**src/hw/bus_card_regs.svh**
```systemverilog
// Constants for the bus card memory and I/O decode block.
// ==========================================================================
// Functional notes
// - Four configurations: master or slave, two panels.
// - Decode uses bus-side address and control signals.
// - Memory split into 8K blocks, per-block enables.
// - 32K ROM mirrored, top address bit ignored.
// - No enables goes external; RAM-only serves RAM.
// - ROM-only reads ROM, writes RAM, RAM unreadable.
// - Both enables: shadow ROM until killed, then RAM.
// - Shadow ROM active after every system reset.
// - Card-select source: first select kills shadow.
// - Port source: output bit 0 kills shadow.
// - Reset clears parallel output port to zero.
// - One-hot base picks 32-address onboard I/O window.
// - No base selected: all I/O goes external.
// - Top window excludes address 0xFF from onboard decode.
// - Offsets 0-7 first serial, 8-F second.
// - Offset 0x10 write loads and starts SPI.
// - Offset 0x11 latches lsb; 0 selects card.
// - Reset sets card-select latch and clears the kill.
// - Software cannot clear the card-select kill.
// - Offset 0x18 reads input, writes output port.
// - Slave mode holds processor off, reverses buffers.
// - Buffer steering from mode, panel, external memory.
// - SPI master clocked from processor clock; code uses a divided core_clk instead.
// - Each output port write pulses a strobe.
`ifndef BUS_CARD_REGS_SVH
`define BUS_CARD_REGS_SVH
`define SPI_SHIFT_DATA_OFS        5'h10
`define CARD_SELECT_LATCH_OFS     5'h11
`define PARALLEL_IN_OUT_PORT_OFS  5'h18
`define SERIAL_SECOND_BIT         3
`define WINDOW_EXCLUDED_ADDR      8'hFF
`define TOP_WINDOW_INDEX          7
`define CARD_SELECT_RESET         1'b1
`define PARALLEL_OUT_RESET        8'h00
`define SHADOW_KILL_BIT           0
`define SPI_BIT_COUNT             4'h8
`define SPI_DIVIDE                8'h3E
`endif
```
**src/hw/bus_card_pkg.sv**
```systemverilog
// Types for the bus card memory and I/O decode block.
`default_nettype none
package bus_card_pkg;
  typedef enum logic [1:0] {
    MEM_EXTERNAL = 2'b00,
    MEM_RAM      = 2'b01,
    MEM_ROM      = 2'b10,
    MEM_SHADOW   = 2'b11
  } mem_cfg_t;
  typedef enum logic [1:0] {
    SPI_IDLE  = 2'b00,
    SPI_LOW   = 2'b01,
    SPI_HIGH  = 2'b10
  } spi_state_t;
  typedef struct packed {
    logic ramSelect;
    logic ramWrite;
    logic romSelect;
    logic external;
  } mem_steer_t;
  typedef struct packed {
    logic serialFirst;
    logic serialSecond;
    logic external;
  } io_steer_t;
endpackage
`default_nettype wire

```
**src/hw/bus_card_memory_io_decode.sv**
```systemverilog
// Memory, I/O, SPI and parallel-port decode logic for the bus card.
`timescale 1ns/100ps
`include "bus_card_regs.svh"
`default_nettype none
module bus_card_memory_io_decode
  import bus_card_pkg::*;
#(
  parameter logic [7:0] SPI_DIVIDE = `SPI_DIVIDE
) (
  input  wire logic        core_clk,
  input  wire logic        reset,
  input  wire logic        masterSlaveSelect,
  input  wire logic        frontPanelVariantSelect,
  input  wire logic        externalMemorySelect,
  input  wire logic        shadowKillSourceSelect,
  input  wire logic [7:0]  blockRamEnable,
  input  wire logic [7:0]  blockRomEnable,
  input  wire logic [7:0]  ioWindowBaseSelect,
  input  wire logic [15:0] busAddress,
  input  wire logic        busMemRead,
  input  wire logic        busMemWrite,
  input  wire logic        busIoRead,
  input  wire logic        busIoWrite,
  input  wire logic [7:0]  busDataIn,
  input  wire logic [7:0]  parallelInputConnector,
  input  wire logic        spiMiso,
  output logic             ramSelect,
  output logic             ramWrite,
  output logic             romSelect,
  output logic [14:0]      memAddress,
  output logic             memExternal,
  output logic             serialPortFirst,
  output logic             serialPortSecond,
  output logic [2:0]       serialRegIndex,
  output logic             ioExternal,
  output logic [7:0]       readData,
  output logic             readDataValid,
  output logic [7:0]       parallelOutputConnector,
  output logic             parallelOutputStrobe,
  output logic             spiClock,
  output logic             spiMosi,
  output logic             spiCardSelectN,
  output logic             processorHold,
  output logic             dataInBufferEnable,
  output logic             dataOutBufferEnable,
  output logic             dataBufferToBus
);
  // ========================================================================
  // Decode functions
  function automatic mem_steer_t memDecode(input mem_cfg_t cfg, input logic shadowOn,
                                           input logic rd, input logic wr);
    mem_steer_t s;
    s = '0;
    case (cfg)
      MEM_EXTERNAL: s.external = rd | wr;
      MEM_RAM: begin
        s.ramSelect = rd | wr;
        s.ramWrite = wr;
      end
      MEM_ROM: begin
        s.romSelect = rd;
        s.ramSelect = wr;
        s.ramWrite = wr;
      end
      MEM_SHADOW: begin
        s.romSelect = rd & shadowOn;
        s.ramSelect = wr | (rd & ~shadowOn);
        s.ramWrite = wr;
      end
      default: s = '0;
    endcase
    return s;
  endfunction

  function automatic logic inWindow(input logic [7:0] sel, input logic [7:0] addr);
    logic hit;
    hit = 1'b0;
    for (int i = 0; i < 8; i++) begin
      if (sel[i] && addr[7:5] == 3'(i)) begin
        hit = 1'b1;
      end
    end
    if (sel[`TOP_WINDOW_INDEX] && addr == `WINDOW_EXCLUDED_ADDR) begin
      hit = 1'b0;
    end
    return hit;
  endfunction

  // ========================================================================
  // Combinational decode
  // Decoding looks only at bus-side strobes, so the same logic serves a
  // cycle we originate and one an external processor drives.
  logic       shadowOn;
  logic [2:0] block;
  mem_cfg_t   blockCfg;
  mem_steer_t memSteer;
  logic       ioHit;
  logic       ioCycle;
  logic [4:0] ioOffset;
  io_steer_t  ioSteer;
  logic       spiWrite;
  logic       spiRead;
  logic       cardWrite;
  logic       portWrite;
  logic       portRead;

  assign block = busAddress[15:13];
  assign blockCfg = mem_cfg_t'({blockRomEnable[block], blockRamEnable[block]});
  assign ioOffset = busAddress[4:0];

  logic killFlag_reg;
  logic killFlag_next;
  logic cardSelect_reg;
  logic cardSelect_next;
  logic [7:0] portOut_reg;
  logic [7:0] portOut_next;

  always_comb begin
    if (shadowKillSourceSelect) begin
      shadowOn = ~portOut_reg[`SHADOW_KILL_BIT];
    end else begin
      shadowOn = ~killFlag_reg;
    end
    memSteer = memDecode(blockCfg, shadowOn, busMemRead, busMemWrite);
    ioHit = inWindow(ioWindowBaseSelect, busAddress[7:0]);
    // The window looks at the low address byte only, so without an I/O strobe
    // a memory cycle could land in it and give a UART a stray select.
    ioCycle = busIoRead | busIoWrite;
    ioSteer = '0;
    ioSteer.external = ioCycle & ~ioHit;
    if (ioHit && ioCycle && ioOffset[4] == 1'b0) begin
      ioSteer.serialFirst = ~ioOffset[`SERIAL_SECOND_BIT];
      ioSteer.serialSecond = ioOffset[`SERIAL_SECOND_BIT];
    end
    spiWrite = ioHit & busIoWrite & (ioOffset == `SPI_SHIFT_DATA_OFS);
    spiRead = ioHit & busIoRead & (ioOffset == `SPI_SHIFT_DATA_OFS);
    cardWrite = ioHit & busIoWrite & (ioOffset == `CARD_SELECT_LATCH_OFS);
    portWrite = ioHit & busIoWrite & (ioOffset == `PARALLEL_IN_OUT_PORT_OFS);
    portRead = ioHit & busIoRead & (ioOffset == `PARALLEL_IN_OUT_PORT_OFS);
  end

  // ========================================================================
  // Card select, shadow kill and parallel port
  always_comb begin
    cardSelect_next = cardSelect_reg;
    killFlag_next = killFlag_reg;
    portOut_next = portOut_reg;
    if (cardWrite) begin
      cardSelect_next = busDataIn[0];
      if (!busDataIn[0] && !shadowKillSourceSelect) begin
        killFlag_next = 1'b1;
      end
    end
    if (portWrite) begin
      portOut_next = busDataIn;
    end
  end

  // Reset re-arms the shadow, whichever source kills it.
  always_ff @(posedge core_clk or posedge reset) begin
    if (reset) begin
      killFlag_reg <= 1'b0;
      cardSelect_reg <= `CARD_SELECT_RESET;
      portOut_reg <= `PARALLEL_OUT_RESET;
    end else begin
      killFlag_reg <= killFlag_next;
      cardSelect_reg <= cardSelect_next;
      portOut_reg <= portOut_next;
    end
  end

  // ========================================================================
  // SPI master
  // The serial clock is a divided core clock standing in for the slow
  // processor clock; the divider is a parameter so it can be retuned.
  spi_state_t spiState_reg;
  spi_state_t spiState_next;
  logic [7:0] spiShift_reg;
  logic [7:0] spiShift_next;
  logic [3:0] spiBits_reg;
  logic [3:0] spiBits_next;
  logic [7:0] spiDiv_reg;
  logic [7:0] spiDiv_next;
  logic       spiClk_reg;
  logic       spiClk_next;
  logic       spiMosi_reg;
  logic       spiMosi_next;
  logic       spiTick;

  assign spiTick = (spiDiv_reg == 8'h00);

  always_comb begin
    spiState_next = spiState_reg;
    spiShift_next = spiShift_reg;
    spiBits_next = spiBits_reg;
    spiClk_next = spiClk_reg;
    spiMosi_next = spiMosi_reg;
    spiDiv_next = spiTick ? SPI_DIVIDE : spiDiv_reg - 8'h01;
    case (spiState_reg)
      SPI_IDLE: begin
        spiClk_next = 1'b0;
        if (spiWrite) begin
          spiShift_next = busDataIn;
          spiMosi_next = busDataIn[7];
          spiBits_next = `SPI_BIT_COUNT;
          spiDiv_next = SPI_DIVIDE;
          spiState_next = SPI_LOW;
        end
      end
      SPI_LOW: begin
        if (spiTick) begin
          spiClk_next = 1'b1;
          spiShift_next = {spiShift_reg[6:0], spiMiso};
          spiState_next = SPI_HIGH;
        end
      end
      SPI_HIGH: begin
        if (spiTick) begin
          spiClk_next = 1'b0;
          spiMosi_next = spiShift_reg[7];
          spiBits_next = spiBits_reg - 4'h1;
          spiState_next = (spiBits_reg == 4'h1) ? SPI_IDLE : SPI_LOW;
        end
      end
      default: spiState_next = SPI_IDLE;
    endcase
  end

  always_ff @(posedge core_clk or posedge reset) begin
    if (reset) begin
      spiState_reg <= SPI_IDLE;
      spiShift_reg <= 8'h00;
      spiBits_reg <= 4'h0;
      spiDiv_reg <= 8'h00;
      spiClk_reg <= 1'b0;
      spiMosi_reg <= 1'b0;
    end else begin
      spiState_reg <= spiState_next;
      spiShift_reg <= spiShift_next;
      spiBits_reg <= spiBits_next;
      spiDiv_reg <= spiDiv_next;
      spiClk_reg <= spiClk_next;
      spiMosi_reg <= spiMosi_next;
    end
  end

  // ========================================================================
  // Registered outputs
  always_ff @(posedge core_clk or posedge reset) begin
    if (reset) begin
      ramSelect <= 1'b0;
      ramWrite <= 1'b0;
      romSelect <= 1'b0;
      memAddress <= 15'h0000;
      memExternal <= 1'b0;
      serialPortFirst <= 1'b0;
      serialPortSecond <= 1'b0;
      serialRegIndex <= 3'h0;
      ioExternal <= 1'b0;
      readData <= 8'h00;
      readDataValid <= 1'b0;
      parallelOutputConnector <= 8'h00;
      parallelOutputStrobe <= 1'b0;
      spiClock <= 1'b0;
      spiMosi <= 1'b0;
      spiCardSelectN <= 1'b1;
      processorHold <= 1'b0;
      dataInBufferEnable <= 1'b0;
      dataOutBufferEnable <= 1'b0;
      dataBufferToBus <= 1'b0;
    end else begin
      ramSelect <= memSteer.ramSelect;
      ramWrite <= memSteer.ramWrite;
      romSelect <= memSteer.romSelect;
      memAddress <= busAddress[14:0];
      memExternal <= memSteer.external;
      serialPortFirst <= ioSteer.serialFirst;
      serialPortSecond <= ioSteer.serialSecond;
      serialRegIndex <= ioOffset[2:0];
      ioExternal <= ioSteer.external;
      readData <= portRead ? parallelInputConnector : spiShift_reg;
      readDataValid <= portRead | spiRead;
      parallelOutputConnector <= portOut_next;
      parallelOutputStrobe <= portWrite;
      spiClock <= spiClk_reg;
      spiMosi <= spiMosi_reg;
      spiCardSelectN <= cardSelect_next;
      processorHold <= ~masterSlaveSelect;
      // In master mode, a cycle that goes to the external bus, or any cycle under the alternate panel wiring
      // with externalMemorySelect low, keeps the inbound buffer open; slave mode shuts it and reverses the outbound buffer and direction.
      dataBufferToBus <= masterSlaveSelect ? busMemWrite | busIoWrite
                                           : busMemRead | busIoRead;
      dataInBufferEnable <= masterSlaveSelect
                            & (memSteer.external | ioSteer.external
                               | (frontPanelVariantSelect & ~externalMemorySelect));
      dataOutBufferEnable <= ~masterSlaveSelect
                             ? (memSteer.ramSelect | memSteer.romSelect | (ioHit & ioCycle))
                             : (busMemWrite | busIoWrite | externalMemorySelect);
    end
  end
endmodule
`default_nettype wire

```
**config.mk**
```make
export PLATFORM = sky130hd
export DESIGN_NAME = bus_card_memory_io_decode
export DESIGN_NICKNAME = d
export VERILOG_FILES = /design/src/hw/bus_card_pkg.sv /design/src/hw/bus_card_memory_io_decode.sv
export VERILOG_INCLUDE_DIRS = /design/src /design/src/hw
export SDC_FILE = /design/constraint.sdc
export NUM_CORES = 1
export LEC_CHECK = 0
export BUFFER_PORTS_ARGS = -buffer_cell sky130_fd_sc_hd__buf_4
export CAP_MARGIN = 15
export CORE_MARGIN = 10
export CORE_UTILIZATION = 49
export CTS_CLUSTER_DIAMETER = 150
export CTS_CLUSTER_SIZE = 14
export DETAILED_ROUTE_END_ITERATION = 10
export GPL_ROUTABILITY_DRIVEN = 0
export PLACE_DENSITY = 0.8
export SYNTH_ARGS = -nofsm -noshare
export SYNTH_HDL_FRONTEND = slang
export SYNTH_SLANG_ARGS = --single-unit
```
**constraint.sdc**
```tcl
create_clock -name core_clk -period 2.5 [get_ports core_clk]
set_input_delay 0.125 -clock core_clk [delete_from_list [all_inputs] [get_ports core_clk]]
set_output_delay 0.125 -clock core_clk [all_outputs]
set_load 0.02 [all_outputs]
```
-- Yosys cells after proc, flatten, opt, wreduce, memory -nomap -nowiden
Cells that the tools add are included.
- register bits: 75
- output and inout bits: 50
- add/sub/neg operators: 2
- order comparisons: 1
- eq/ne operators: 20
- muxes and demuxes: 41
- bitwise logic cells: 32
- reductions and logical operators: 26
- operators with widths (kind ; count):
    2-to-1 mux 8 bit ; 6
    2-to-1 mux 1 bit ; 20
    one-hot mux 8 bit (2 select lines) ; 1
    == test 5 bit (second input constant) ; 3
    AND 1 bit ; 13
    == test 3 bit (second input constant) ; 4
    logical AND 1 bit ; 12
    one-hot mux 2 bit (3 select lines) ; 2
    AND reduction 3 bit ; 4
    OR 1 bit ; 11
    == test 8 bit (second input constant) ; 1
    zero test 8 bit ; 1
    2-to-1 mux 2 bit ; 4
    2-to-1 mux 4 bit ; 2
    NOT 1 bit ; 8
    one-hot mux 4 bit (2 select lines) ; 1
    subtractor 8 x 1 -> 8 bit (second input constant) ; 1
    binary-select mux 1 bit (select 3 bit) ; 2
    == test 2 bit (second input constant) ; 3
    == test 3 x 2 -> 1 bit (second input constant) ; 2
    != test 2 bit (second input constant) ; 3
    == test 2 x 1 -> 1 bit (second input constant) ; 2
    == test 4 x 1 -> 1 bit (second input constant) ; 1
    zero test 2 bit ; 2
    other kinds (10) ; 13

-- Logic depth before layout (Yosys ltp)
- depth after elaboration: 16
- mapped depth: 7

-- Worst setup path before layout
OpenSTA, ideal clock, no wires.
- kind: input -> register
- start: input busAddress[5]
- end: register parallelOutputConnector[0]
- library setup time: 125 ps
- arrival time: 1581 ps
- data required time: 2375 ps
- slack: 794 ps
- stages on the path: 6
- path buffers: 1
- cells stage by stage: mux4_2 -> nor2b_4 -> or2_4 -> and4_4 -> buf_6 -> mux2_4
- cells in the longest elaborated chain, start to end: 13
- elaborated cells on any way between the ends: 29
- those cells by class: 8 x eq/ne; 9 x mux; 2 x bitwise; 10 x reduce/logical
- ends and longest elaborated chain (element ; RTL line ; text):
    start: declaration ; bus_card_memory_io_decode.sv:19 ; input wire logic [15:0] busAddress,
    zero test 3 bit ; bus_card_memory_io_decode.sv:79 ; if (sel[i] && addr[7:5] == 3'(i)) begin
    logical AND 1 bit ; bus_card_memory_io_decode.sv:79 ;
    2-to-1 mux 1 bit (8 in a row) ; bus_card_memory_io_decode.sv:79 ;
    2-to-1 mux 1 bit * ; bus_card_memory_io_decode.sv:83 ; if (sel[`TOP_WINDOW_INDEX] && addr == `WINDOW_EXCLUDED_ADDR) begin
    AND 1 bit * (2 in a row) ; bus_card_memory_io_decode.sv:138 ; portWrite = ioHit & busIoWrite & (ioOffset == `PARALLEL_IN_OUT_PORT_OFS);
    named net portWrite ; bus_card_memory_io_decode.sv:104 ; logic portWrite;
    end signal: assignment ; bus_card_memory_io_decode.sv:283 ; parallelOutputConnector <= portOut_next;
    end: declaration ; bus_card_memory_io_decode.sv:38 ; output logic [7:0] parallelOutputConnector,
Mark *: on every way through the listed nets, which the timed path passes. The rest lies on a longest branch.
A chain may end at the register's enable or synchronous reset.

-- Final worst setup path
- start: input busAddress[5]
- end: register killFlag_reg
- cells in the longest elaborated chain, start to end: 14
- elaborated cells on any way between the ends: 30
- those cells by class: 8 x eq/ne; 9 x mux; 2 x bitwise; 11 x reduce/logical
- ends and longest elaborated chain (element ; RTL line ; text):
    zero test 3 bit ; bus_card_memory_io_decode.sv:79 ;
    logical AND 1 bit ; bus_card_memory_io_decode.sv:79 ;
    2-to-1 mux 1 bit (8 in a row) ; bus_card_memory_io_decode.sv:79 ;
    2-to-1 mux 1 bit * ; bus_card_memory_io_decode.sv:83 ;
    AND 1 bit * (2 in a row) ; bus_card_memory_io_decode.sv:137 ; cardWrite = ioHit & busIoWrite & (ioOffset == `CARD_SELECT_LATCH_OFS);
    AND reduction 2 bit (no source line) * ; -- ;
    end signal: assignment ; bus_card_memory_io_decode.sv:166 ; killFlag_reg <= killFlag_next;
    end: declaration ; bus_card_memory_io_decode.sv:111 ; logic killFlag_reg;
Every way passes the cells marked *; elsewhere a longest branch is shown, timed or not.

==> impl_metrics.toml <==
[cells_and_area]
syn_to_final_growth_pct = 44.96
largest_reg_flops = 13
top_register = "memAddress"
diodes = 0
regArea_mm2 = 0.001803
multi_input_area_mm2 = 0.001244
fill_cells = 424
finalNetCount = 455
drive_above_1_share = 0.4665
stdcell_count = 465

[sta]
rsz0062_at_grt = "false"
timing.final.ws_setup_ns = 0.2900
finalHoldViolations = 0
fin_skew_ns = 0.01105
max_freq_ghz = 0.4525
max_slew_margin = 0.5346
worst_pin_slew_ns = 0.6971
fin_hold_ws_ns = 0.01602
setup_tns_ns = 0
finalCriticalPeriod_ns = 2.210
setup_viol = 0
maxSlewViolCount = 0
timing.final.crit_share = 0.8840

[worst_setup_path]
critPathMaxStageDelay_ns = 0.55
critPathCaptureType = "register"
cp_top_family = "buffers and inverters"
cp-start-kind = "primary input"
crit_path_frequent_cell = "dlygate4sd3_1"
critPathArrivalTime_ns = 2.43
r2r_start = "spiDiv_reg[5]"
worstPathCellList = "dlygate4sd3_1 > buf_4 > mux4_2 > nor2b_4 > or2_4 > nand2_1 > o31ai_1 > dlygate4sd3_1"
r2r_cells = 4
worst-path-max-fanout = 6
timing.rr.end = "spiBits_reg[0]"
worst-path-buf-inv = 3
path_class = "primary input to register"
reg2reg_setup_slack_ns = 0.62
cp.required_ns = 2.72
crit_slowest_cell = "dlygate4sd3_1"

[grt]
antenna_found_initial = 0
grt_usage = 0.1692
grt_max_degree = 41
grt_pass1_wl_mm = 13.35
overflow = 0
grt_pass1_vias = 2626

[floorplanning]
die_x_um = 99.87
die_y_um = 99.87
core_mm2 = 0.006277
start_util = 0.4979
dieArea_mm2 = 0.009973
rows = 29
io_pins = 117

[routing]
wl_per_cell_um = 17.84
drc = 0
via_per_inst = 5.080
num_vias = 2362
initialDrtViolationCount = 73
wl_mm = 8.295
ant_nets = 0
firstDrtPassIters = 4

[run_status]
status = "completed"

[yosys]
ys_warn_count = 0
synth_edf_count = 0
synth-async-reset-ratio = 1.000
syn-cell-area_mm2 = 0.003125
netlist_top_cells_area = "dfrtp_1, mux2_4, mux2_2, mux4_2, nor2_1"
synth_top_area_share = 0.5685
yosysTopAreaCell = "dfrtp_1"
ys_types = 43
yosys_register_bits = 72
synth_cells = 237
avgSynthCellArea_um2 = 13.19
synth_nets = 308
synth_flop_cell = "dfrtp_1"
synth.yosys.seq_area_share = 0.5769

[power]
seqPwrFrac = 0.464
p_leak_nw = 2.201
p_clk_frac = 0.369
p_per_area_mw_per_mm2 = 598.9
switchingPower_w = 0.0006564
swShare = 0.2419
pwr-share-comb = 0.167
power.total_w = 0.002713
ir_drop_mv = 0.4112
power.internal_w = 0.002057

[clock_network]
cts_hold_buffers = 24
postCtsSetupBuffers = 0
clockBufferDepth = 2
clk_pin_slew_ns = 0.07
clock_latency_ns = 0.34
cts_tree = "done"
htree_levels = 3
clock-root-buffer = "clkbuf_8"
post_cts_resized = 0
cts_inserted_buffers = 9
clock_sinks = 72

[worst_hold_path]
hold_path.startpoint = "parallelInputConnector[6]"
hold_end = "readData[6]"
hold_depth = 2
hold_class = "primary input to register"

[placed_design]
port_buffers = 116
dp_hpwl_mm = 6.173
place_inst = 426
pre_cts_ws_ns = 0.5735

[run]
max_cap_viol_count = 0
==> layout make-up <==
cell class,instances,area share
inverters,8,0.006628
well taps,77,0.02126
clock buffers,10,0.03038
repair buffers,142,0.2513
multi-input cells,151,0.2745
clock inverters,5,0.01795
flip-flops and latches,72,0.3980
==> metrics by stage <==
step,util,cell area (µm²)
after global placement,0.6486,4071
after floorplan,-,3126
final,0.7217,4531
after CTS,0.7217,4531
after global routing,0.7217,4531
after detailed placement,0.6486,4071
==> cell families after synthesis <==
family          after synthesis  share of synthesized area
xor+xnor                      5                    0.01401
mux                          42                     0.1878
flops                        72                     0.5769
compound gates               27                    0.05725
simple gates                 73                     0.1229
fa+ha+maj                     4                    0.01601
buf+inv                      14                    0.02522
==> worst max-delay path by stage <==
stage             startpoint              end  slack [ns]  cells past startpoint
2_1_floorplan          reset  dataBufferToBus        0.55                      1
3_3_place_gp   busAddress[5]  spiShift_reg[6]        0.60                      6
3_5_place_dp   busAddress[5]  spiShift_reg[3]        0.57                      6
4_1_cts        busAddress[5]     killFlag_reg        0.30                      8
5_1_grt        busAddress[5]     killFlag_reg        0.26                      8
6_report       busAddress[5]     killFlag_reg        0.29                      8
==> cell usage in the layout (no fill, tap or decap), types with 3 or more instances in the layout <==
| cell | instances |
|---|---|
| a21oi_1 | 7 |
| and3_1 | 3 |
| buf_4 | 117 |
| clkbuf_8 | 10 |
| dfrtp_1 | 71 |
| dlygate4sd3_1 | 24 |
| ha_1 | 4 |
| inv_1 | 7 |
| mux2_2 | 19 |
| mux2_4 | 16 |
| mux4_2 | 5 |
| nand2_1 | 16 |
| nand2b_1 | 4 |
| nand3_1 | 4 |
| nor2_1 | 20 |
| nor2b_1 | 5 |
| nor3_1 | 5 |
| nor4_1 | 3 |
| o21ai_0 | 7 |
| xnor2_1 | 3 |
==> worst reg2reg max path, cell delays in order (launching register included) <==
cell     delay (ns)
dfrtp_1        0.41
nor4_1         0.43
nand3_1        0.35
o21ai_0        0.44
mux2i_1        0.13
==> per-layer routing <==
layer	wire, µm	global-route usage
met4	74	0.04961
met1	3287	0.1922
met3	631	0.05975
met5	0	0
met2	4301	0.2922
==> synthesized netlist by cell type (3+ instances only) <==
master,number
xnor2_1,3
buf_4,3
mux4_2,5
nor3_1,5
nor2_1,20
nand2_1,16
o21ai_0,7
inv_1,8
a21oi_1,7
ha_1,4
mux2_2,19
nor2b_1,5
nand2b_1,4
nor4_1,3
and3_1,3
nand3_1,4
mux2_4,16
dfrtp_1,71
==> power groups by stage <==
stage / clock network (W) / logic, W / registers, W
floorplan: 0 / 0.000133 / 0.00135
global placement: 0 / 0.000417 / 0.00128
detailed placement: 0 / 0.000427 / 0.00128
CTS: 0.00102 / 0.000457 / 0.00126
global route: 0.00108 / 0.000489 / 0.00127
finish: 0.00100 / 0.000453 / 0.00126
(Power assumes the default switching activity.)
